[src/rtl/dpwi_pkg.sv]
package dpwi_pkg;

   // command word bit positions
   localparam int CMD_ON1       = 0;
   localparam int CMD_ON2       = 1;
   localparam int CMD_ON3       = 2;
   localparam int CMD_NO_COAST  = 3;
   localparam int CMD_RAMP      = 4;
   localparam int CMD_USE_RAMP  = 5;
   localparam int CMD_START     = 6;
   localparam int CMD_RESET     = 7;
   localparam int CMD_JOG1      = 8;
   localparam int CMD_JOG2      = 9;
   localparam int CMD_VALID     = 10;
   localparam int CMD_SLOW      = 11;
   localparam int CMD_CATCH     = 12;
   localparam int CMD_SETUP_LSB = 13;
   localparam int CMD_SETUP_MSB = 14;
   localparam int CMD_REVERSE   = 15;

   // state word bit positions
   localparam int ST_CTRL_READY  = 0;
   localparam int ST_DRIVE_READY = 1;
   localparam int ST_ENABLE      = 2;
   localparam int ST_TRIP        = 3;
   localparam int ST_ON2         = 4;
   localparam int ST_ON3         = 5;
   localparam int ST_INHIBIT     = 6;
   localparam int ST_WARNING     = 7;
   localparam int ST_AT_REF      = 8;
   localparam int ST_BUS_CTRL    = 9;
   localparam int ST_FREQ_OK     = 10;
   localparam int ST_IN_OPER     = 11;
   localparam int ST_AUTOSTOP    = 12;
   localparam int ST_VOLTAGE     = 13;
   localparam int ST_TORQUE      = 14;
   localparam int ST_TIMER       = 15;

   // reset values
   localparam logic [15:0] CMD_RESET_VALUE   = 16'h0000;
   localparam logic [15:0] STATE_RESET_VALUE = 16'h0000;
   localparam logic        INHIBIT_RESET     = 1'b1;
   localparam logic [1:0]  SETUP_RESET       = 2'h0;

   // thermal protection limit in percent
   localparam logic [7:0]  THERMAL_LIMIT_PCT = 8'h64;

   // how a bus bit combines with its digital input
   typedef enum logic [1:0] {
      DPWI_SRC_DIGITAL,
      DPWI_SRC_SERIAL,
      DPWI_SRC_OR,
      DPWI_SRC_AND
   } dpwi_src_t;

   // configuration settings of the drive
   typedef struct packed {
      dpwi_src_t        coast_src;
      dpwi_src_t        quick_src;
      dpwi_src_t        start_src;
      dpwi_src_t        reverse_src;
      dpwi_src_t        setup_src;
      logic             multi_setup;
      logic             stop_relay_en;
      logic [3:0][1:0]  setup_link_select;
      logic signed [15:0] warn_speed_low;
      logic signed [15:0] warn_speed_high;
   } dpwi_config_t;

   // digital inputs, active high
   typedef struct packed {
      logic       coast_ok;
      logic       quick_ok;
      logic       start;
      logic       reverse;
      logic [1:0] setup;
   } dpwi_din_t;

   // status reported by the motor control
   typedef struct packed {
      logic               fault_event;
      logic               control_ready;
      logic               power_ready;
      logic               warning;
      logic               speed_at_ref;
      logic               remote_site;
      logic               local_keypad_stop;
      logic               local_site_sel;
      logic               at_zero_freq;
      logic               overload_stop;
      logic               voltage_exceeded;
      logic               torque_exceeded;
      logic signed [15:0] output_freq;
      logic [7:0]         motor_thermal_pct;
      logic [7:0]         conv_thermal_pct;
   } dpwi_drive_t;

   // commands handed to the motor control
   typedef struct packed {
      logic       run_enable;
      logic       coast_stop;
      logic       quick_stop;
      logic       ramp_stop;
      logic       hold_freq;
      logic       fault_reset;
      logic       jog1;
      logic       jog2;
      logic       ref_down;
      logic       ref_up;
      logic       reverse;
      logic       stop_relay;
      logic [1:0] active_setup;
   } dpwi_ctrl_t;

endpackage

[src/rtl/dpwi_top.sv]
`timescale 1ns/1ns
module dpwi_top
   import dpwi_pkg::*;
(
   input  wire logic         clk_sys,
   input  wire logic         rst,
   input  wire logic         cmd_strobe,
   input  wire logic [15:0]  drive_command_word,
   input  wire dpwi_config_t cfg,
   input  wire dpwi_din_t    din,
   input  wire dpwi_drive_t  drive,
   output logic [15:0]       drive_state_word,
   output logic              reply_strobe,
   output dpwi_ctrl_t        ctrl
);

   // combine a bus bit with its digital input
   function automatic logic src_combine(input dpwi_src_t mode, input logic bus_bit, input logic din_bit);
      logic r;
      r = din_bit;
      unique case (mode)
         DPWI_SRC_DIGITAL: r = din_bit;
         DPWI_SRC_SERIAL:  r = bus_bit;
         DPWI_SRC_OR:      r = bus_bit | din_bit;
         DPWI_SRC_AND:     r = bus_bit & din_bit;
      endcase
      return r;
   endfunction

   logic [15:0] cmd_reg;
   logic        accept;
   logic        reset_edge;
   logic        trip_reg;
   logic        inhibit_reg;
   logic        inhibit_next;
   logic        bus_ctrl_reg;
   logic [1:0]  setup_reg;
   logic [1:0]  setup_req;
   logic        setup_linked;
   logic        running;
   logic        coast_ok;
   logic        quick_ok;
   logic        start_ok;
   logic        ready_cmd;
   logic        jog_allowed;
   logic        any_stop;
   logic        freq_ok;
   logic        thermal_over;
   logic [15:0] state_next;

   // valid words only; bit 10 low leaves the active word untouched
   assign accept     = cmd_strobe & drive_command_word[CMD_VALID];
   assign reset_edge = accept & drive_command_word[CMD_RESET] & ~cmd_reg[CMD_RESET];

   // active command word
   always_ff @(posedge clk_sys) begin
      if (rst) begin
         cmd_reg <= CMD_RESET_VALUE;
      end else if (accept) begin
         cmd_reg <= drive_command_word;
      end
   end

   // trip latch; a new fault beats a reset in the same cycle
   always_ff @(posedge clk_sys) begin
      if (rst) begin
         trip_reg <= 1'b0;
      end else if (drive.fault_event) begin
         trip_reg <= 1'b1;
      end else if (reset_edge) begin
         trip_reg <= 1'b0;
      end
   end

   // combined start conditions
   assign coast_ok  = src_combine(cfg.coast_src, cmd_reg[CMD_NO_COAST], din.coast_ok);
   assign quick_ok  = src_combine(cfg.quick_src, cmd_reg[CMD_RAMP], din.quick_ok);
   assign start_ok  = src_combine(cfg.start_src, cmd_reg[CMD_START], din.start);
   assign ready_cmd = cmd_reg[CMD_ON1] & cmd_reg[CMD_ON2] & cmd_reg[CMD_ON3];
   assign jog_allowed = ~cmd_reg[CMD_RAMP] & (cmd_reg[CMD_NO_COAST:CMD_ON1] == 4'hF) & ~trip_reg;
   assign running   = ~drive.at_zero_freq;

   // start inhibit: set wins over clear
   always_comb begin
      inhibit_next = inhibit_reg;
      if (reset_edge | ~cmd_reg[CMD_ON2] | ~cmd_reg[CMD_ON3]) begin
         inhibit_next = 1'b1;
      end else if (~cmd_reg[CMD_ON1] & cmd_reg[CMD_ON2] & cmd_reg[CMD_ON3] & cmd_reg[CMD_VALID]) begin
         inhibit_next = 1'b0;
      end
   end

   // start inhibit register, set at power-up
   always_ff @(posedge clk_sys) begin
      if (rst) begin
         inhibit_reg <= INHIBIT_RESET;
      end else begin
         inhibit_reg <= inhibit_next;
      end
   end

   // bus control flag; local action wins over acceptance
   always_ff @(posedge clk_sys) begin
      if (rst) begin
         bus_ctrl_reg <= 1'b0;
      end else if (drive.local_keypad_stop | drive.local_site_sel) begin
         bus_ctrl_reg <= 1'b0;
      end else if (accept & drive.remote_site) begin
         bus_ctrl_reg <= 1'b1;
      end
   end

   // two-bit set-up request, low bit from bit 13, and link check
   assign setup_req    = {src_combine(cfg.setup_src, cmd_reg[CMD_SETUP_MSB], din.setup[1]),
                          src_combine(cfg.setup_src, cmd_reg[CMD_SETUP_LSB], din.setup[0])};
   assign setup_linked = (cfg.setup_link_select[setup_req] == setup_reg)
                       | (cfg.setup_link_select[setup_reg] == setup_req);

   // active set-up selection
   always_ff @(posedge clk_sys) begin
      if (rst) begin
         setup_reg <= SETUP_RESET;
      end else if (cfg.multi_setup & (~running | setup_linked)) begin
         setup_reg <= setup_req;
      end
   end

   // drive commands, registered
   assign any_stop = ~cmd_reg[CMD_ON1] | ~cmd_reg[CMD_ON2] | ~cmd_reg[CMD_ON3] | ~start_ok;
   always_ff @(posedge clk_sys) begin
      if (rst) begin
         ctrl <= '0;
      end else begin
         ctrl.run_enable   <= ready_cmd & coast_ok & quick_ok & start_ok & ~trip_reg & ~inhibit_reg;
         ctrl.coast_stop   <= ~cmd_reg[CMD_ON2] | ~coast_ok | trip_reg;
         ctrl.quick_stop   <= ~cmd_reg[CMD_ON3] | ~quick_ok;
         ctrl.ramp_stop    <= ~cmd_reg[CMD_ON1] | ~start_ok;
         ctrl.hold_freq    <= ~cmd_reg[CMD_USE_RAMP];
         ctrl.fault_reset  <= reset_edge;
         ctrl.jog1         <= jog_allowed & cmd_reg[CMD_JOG1];
         ctrl.jog2         <= jog_allowed & cmd_reg[CMD_JOG2];
         ctrl.ref_down     <= cmd_reg[CMD_SLOW];
         ctrl.ref_up       <= cmd_reg[CMD_CATCH] & ~cmd_reg[CMD_SLOW];
         ctrl.reverse      <= src_combine(cfg.reverse_src, cmd_reg[CMD_REVERSE], din.reverse);
         ctrl.stop_relay   <= cfg.stop_relay_en & drive.at_zero_freq & (any_stop | ~quick_ok);
         ctrl.active_setup <= setup_reg;
      end
   end

   // state word contents
   assign freq_ok = (drive.output_freq >= cfg.warn_speed_low) & (drive.output_freq <= cfg.warn_speed_high);
   assign thermal_over = (drive.motor_thermal_pct > THERMAL_LIMIT_PCT) | (drive.conv_thermal_pct > THERMAL_LIMIT_PCT);
   always_comb begin
      state_next                 = STATE_RESET_VALUE;
      state_next[ST_CTRL_READY]  = ready_cmd & ~trip_reg & drive.control_ready;
      state_next[ST_DRIVE_READY] = ready_cmd & ~trip_reg & drive.control_ready & drive.power_ready;
      state_next[ST_ENABLE]      = ready_cmd & ~trip_reg;
      state_next[ST_TRIP]        = trip_reg;
      state_next[ST_ON2]         = cmd_reg[CMD_ON2];
      state_next[ST_ON3]         = cmd_reg[CMD_ON3];
      state_next[ST_INHIBIT]     = inhibit_reg;
      state_next[ST_WARNING]     = drive.warning;
      state_next[ST_AT_REF]      = drive.speed_at_ref;
      state_next[ST_BUS_CTRL]    = bus_ctrl_reg;
      state_next[ST_FREQ_OK]     = freq_ok;
      state_next[ST_IN_OPER]     = ctrl.run_enable | running;
      state_next[ST_AUTOSTOP]    = drive.overload_stop;
      state_next[ST_VOLTAGE]     = drive.voltage_exceeded;
      state_next[ST_TORQUE]      = drive.torque_exceeded;
      state_next[ST_TIMER]       = thermal_over;
   end

   // state word refreshed every cycle, reply marked after each telegram
   always_ff @(posedge clk_sys) begin
      if (rst) begin
         drive_state_word <= STATE_RESET_VALUE;
         reply_strobe     <= 1'b0;
      end else begin
         drive_state_word <= state_next;
         reply_strobe     <= cmd_strobe;
      end
   end
endmodule

[config.mk]
export PLATFORM = sky130hd
export DESIGN_NAME = dpwi_top
export DESIGN_NICKNAME = d
export VERILOG_FILES = /design/src/rtl/dpwi_pkg.sv /design/src/rtl/dpwi_top.sv
export SDC_FILE = /design/constraint.sdc
export NUM_CORES = 1
export LEC_CHECK = 0
export ABC_CLOCK_PERIOD_IN_PS = 4820
export BUFFER_PORTS_ARGS = -buffer_cell sky130_fd_sc_hd__buf_4
export CAP_MARGIN = 20
export CORE_MARGIN = 10
export CORE_UTILIZATION = 49
export CTS_BUF_LIST = sky130_fd_sc_hd__clkbuf_16
export CTS_CLUSTER_SIZE = 12
export DETAILED_ROUTE_END_ITERATION = 6
export HOLD_SLACK_MARGIN = 0.15
export MAX_ROUTING_LAYER = met4
export PLACE_DENSITY = 0.9
export SLEW_MARGIN = 5
export SYNTH_ARGS = -nofsm -noshare
export SYNTH_HDL_FRONTEND = slang
export SYNTH_SLANG_ARGS = --single-unit
[constraint.sdc]
create_clock -name clk_sys -period 4.82 [get_ports clk_sys]
set_input_delay 0.964 -clock clk_sys [delete_from_list [all_inputs] [get_ports clk_sys]]
set_output_delay 0.964 -clock clk_sys [all_outputs]
set_load 0.02 [all_outputs]
# Word level (Yosys, flattened, before mapping)
# Index checks and enable logic that the tools add are counted.
# classes
magnitude_cmp	6
n_eq_ne	18
n_mux	12
bitwise	66
reduce_logical	8
# ops
operator	count
$and 1x1->1	32
$pmux 1 s4	6
$or 1x1->1	21
$eq 2x2->1 const B	10
$ge 16x16->1	1
$gt 8x7->1 const B	2
$le 16x16->1	1
$not 1->1	13
$eq 2x1->1 const B	5
$logic_not 2->1	5
$bmux 2 s2	2
$lt 2x3->1 const B	2
$eq 2x2->1	2
$eq 4x4->1 const B	1
$mux 2	2
$reduce_or 2->1	2
$mux 1	2
$reduce_bool 2->1	1
# word_totals
register_bits	52
input_bits	121
output_inout_bits	31
elab_cells	130

# Longest topological paths before layout
# depth
ltp_word	8
mapped_depth	8

# Worst setup path after synthesis
# Ideal clock, no wire load.
# synth_path
path_kind	in2reg
from	in cfg[42] (netlist bit)
to	reg setup_reg[0]
setup_ns	0.127
arrival_ns	2.518
required_time_ns	4.693
slack_ns	2.174
stages	6
n_path_buf	0
cell_sequence	xnor2_1 -> a22oi_1 -> o21a_1 -> o2111a_1 -> o211ai_1 -> or3b_1
# synth_via
elab_chain_len	8
# synth_rtl
element	line	source
from (decl)	dpwi_top.sv:9	input wire dpwi_config_t cfg,
$eq 2x2->1 (tied with other cells)	dpwi_top.sv:21	unique case (mode)
$pmux 1 s4	dpwi_top.sv:21	
$bmux 2 s2	dpwi_top.sv:116	assign setup_linked = (cfg.setup_link_select[setup_req] == setup_reg)
$mux 2 (not written as such)	dpwi_top.sv:116	
$eq 2x2->1	dpwi_top.sv:116	
$or 1x1->1	dpwi_top.sv:117	| (cfg.setup_link_select[setup_reg] == setup_req);
$or 1x1->1	dpwi_top.sv:123	end else if (cfg.multi_setup & (~running | setup_linked)) begin
$and 1x1->1	dpwi_top.sv:123	
to (signal assigned)	dpwi_top.sv:124	setup_reg <= setup_req;
to (decl)	dpwi_top.sv:37	logic [1:0] setup_reg;
# Several ways; a longest one is shown, not always the timed one. The select of a mux whose other input is x is not followed.
# A chain may end at the register's enable or synchronous reset.

# Worst setup path in the final report
# layout_path
from	in cfg[42] (netlist bit)
to	reg setup_reg[1]
# Same word-level chain as after synthesis.

==> results.cfg <==
[cts]
numClockSinks = 52
cts_root_buffer = clkbuf_16
cts_resized = 0
cts-buffers-inserted = 5
post_cts_buffers = 0
clk_pin_slew_worst_paths_ns = 0.06
worstSkewPairLatency_ns = 0.28
clockBufferDepth = 2
cts_tree = built
cts_hold_buf = 0
htreeDepth = 2

[floorplan]
core-area_um2 = 5850
ioPinCount = 152
die_area_um2 = 9480
rows = 28
die_x_um = 97.4
die_height_um = 97.4
start_util_pct = 50.1

[placement]
port_buffers = 151
dpl.hpwl_mm = 7.60
pre_cts_ws_ns = 1.82
dp_cells = 555
gp_congestion = 0.880

[logic_synthesis]
syn_avg_cell_area_um2 = 8.70
netlist_instances = 337
synth-seq-area-share_pct = 35.5
synth_nets = 490
synth-edff-count = 0
synth.distinct_cells = 54
ys_warn_count = 0
synth_area_um2 = 2930
ys.flop_type = dfxtp_1
ys_ff_latch = 52
synthArstFlopShare_pct = 0

[power_and_ir_drop]
clockPowerShare_pct = 30.9
p_switching_w = 0.000270
ir_worst_vdd_mv = 0.227
p_per_area_nw_per_um2 = 246
combPwrFrac_pct = 25.2
internal_power_w = 0.000777
p_leak_nw = 2.08
sw_frac_of_total_pct = 25.8
design_power_total_w = 0.00105
p_seq_share_pct = 43.9

[grt]
grt_max_degree = 49
track_usage_pct = 18.2
grt_pass1_wl_mm = 14.3
first_global_vias = 3063
antenna_found_initial = 0
grt_overflow = 0

[final_layout]
drive_gt1_share_pct = 34.2
antenna-diode-count = 0
area_growth_pct = 45.5
num-nets-final = 640
fin_util_pct = 72.9
final_cell_count_no_fill = 563

[sta]
setup_tns_ns = 0
fmax_mhz = 370
finalClockSkew_ns = 0.00334
maxSlewHeadroom_pct = 42.6
layout_setup_ws_ns = 2.12
hold_viol_final = 0
period_share_pct = 56.1
fin_crit_ns = 2.70
setup_viol_count_final = 0
drv_slew = 0
rsz0062_at_grt = false
worst_slew_pin_slew_ns = 0.850

[critical_path]
startpoint_type = input pin
cp-end-kind = register
worstPathRequired_ns = 4.98
path_class = in2reg
cp_max_fo = 5
crit_arrival_ns = 2.86

[detailed_routing]
routedWlPerCell_um = 15.8
drtAntennaViolNets = 0
firstDrtPassIters = 4
routed_via_density = 5.27
vias = 2969
wl_mm = 8.89
drc_errors = 0
drtIter0Drc = 78

[hold_path]
hold_path.class = reg2reg

[job]
maxCapViolCount = 0

[status]
status = complete, no violations
-- metal layers --
layer	vias up	track usage [%]	part of all wire [%]
met5	-	-	0
met4	0	5.37	2.1
met3	12	3.41	5.4
met2	109	31.8	51
met1	1360	20.6	42
li1	1488	-	-
-- cell usage after synthesis, types with 5 or more instances --
| master | n | share of area (%) |
|---|---|---|
| o21a_1 | 5 | 1.3 |
| nor2b_1 | 19 | 4.1 |
| dfxtp_1 | 52 | 36 |
| inv_1 | 40 | 5.1 |
| a21oi_1 | 32 | 5.5 |
| a21o_1 | 6 | 1.5 |
| nand2_1 | 44 | 5.6 |
| clkbuf_1 | 7 | 0.90 |
| nor2_1 | 11 | 1.4 |
| o21ai_0 | 5 | 0.85 |
| ha_1 | 32 | 14 |
| nor3_1 | 5 | 0.85 |
| nand4_1 | 6 | 1.3 |
-- layout by cell type, fill, tap and decap left out, drive strengths merged, types with 2 or more instances in the layout --
master / instances
a2111oi: 3
a211oi: 2
a21o: 6
a21oi: 33
a31oi: 2
a32oi: 2
and2: 3
and4: 2
and4b: 2
buf: 151
clkbuf: 5
dfxtp: 52
ha: 32
inv: 42
mux4: 2
nand2: 44
nand2b: 2
nand3: 4
nand4: 6
nor2: 11
nor2b: 19
nor3: 5
nor3b: 3
nor4: 4
o211ai: 3
o21a: 5
o21ai: 5
o221ai: 3
o22a: 2
o22ai: 4
o32ai: 2
or2: 2
or3b: 2
xnor2: 3
xor2: 4
-- worst max-delay path, stage by stage --
cell,delay [ns]
buf_4,0.13
xnor2_1,0.46
a22oi_1,0.27
o21a_1,0.23
o2111a_1,0.28
o211ai_1,0.16
or3b_1,0.36
-- worst paths after layout --
kind | startpoint | endpoint | slack [ns] | cells past startpoint
setup / recovery | cfg[42] | setup_reg[1] | 2.12 | 7
hold reg to reg | cmd_reg[5] | ctrl[9] | 0.41 | 1
setup reg to reg | cmd_reg[13] | setup_reg[0] | 2.84 | 6
hold / removal | cmd_reg[5] | ctrl[9] | 0.41 | 1
-- stage by stage --
step                      hold slack, ns  cell area, um2
after detailed placement           0.406            4130
after global placement             0.398            4130
after CTS                          0.415            4270
final                              0.412            4270
after global routing               0.434            4270
after floorplan                    0.392            2930
-- final cells by class --
| type | count | area, um2 |
|---|---|---|
| sequential | 52 | 1040 |
| tap | 75 | 93.8 |
| fill | 472 | 1590 |
| timing repair buffer | 151 | 1130 |
| clock inverter | 3 | 11.3 |
| inverter | 40 | 150 |
| clock buffer | 5 | 125 |
| multi-input combinational | 237 | 1710 |
-- power by group through the flow --
stage                     registers, W  clock network, W  logic (W)
after floorplan               0.000480                 0   0.000125
after global placement        0.000468                 0   0.000254
after detailed placement      0.000469                 0   0.000264
after CTS                     0.000460          0.000332   0.000265
after global routing          0.000462          0.000350   0.000292
final                         0.000460          0.000324   0.000264
-- cells by family (layout without fill, tap and decap cells) --
family | count (synthesis) | in the layout | share of synthesized area (%)
buffers and inverters | 48 | 199 | 6.15
AND/OR/NAND/NOR | 114 | 114 | 20.5
adder cells (fa/ha/maj) | 32 | 32 | 13.7
multiplexers | 2 | 2 | 1.54
AO/OA/AOI/OAI | 82 | 82 | 20.5
flip-flops | 52 | 52 | 35.5
XOR/XNOR | 7 | 7 | 2.09
No activity file was read; power rests on OpenSTA's default activity.
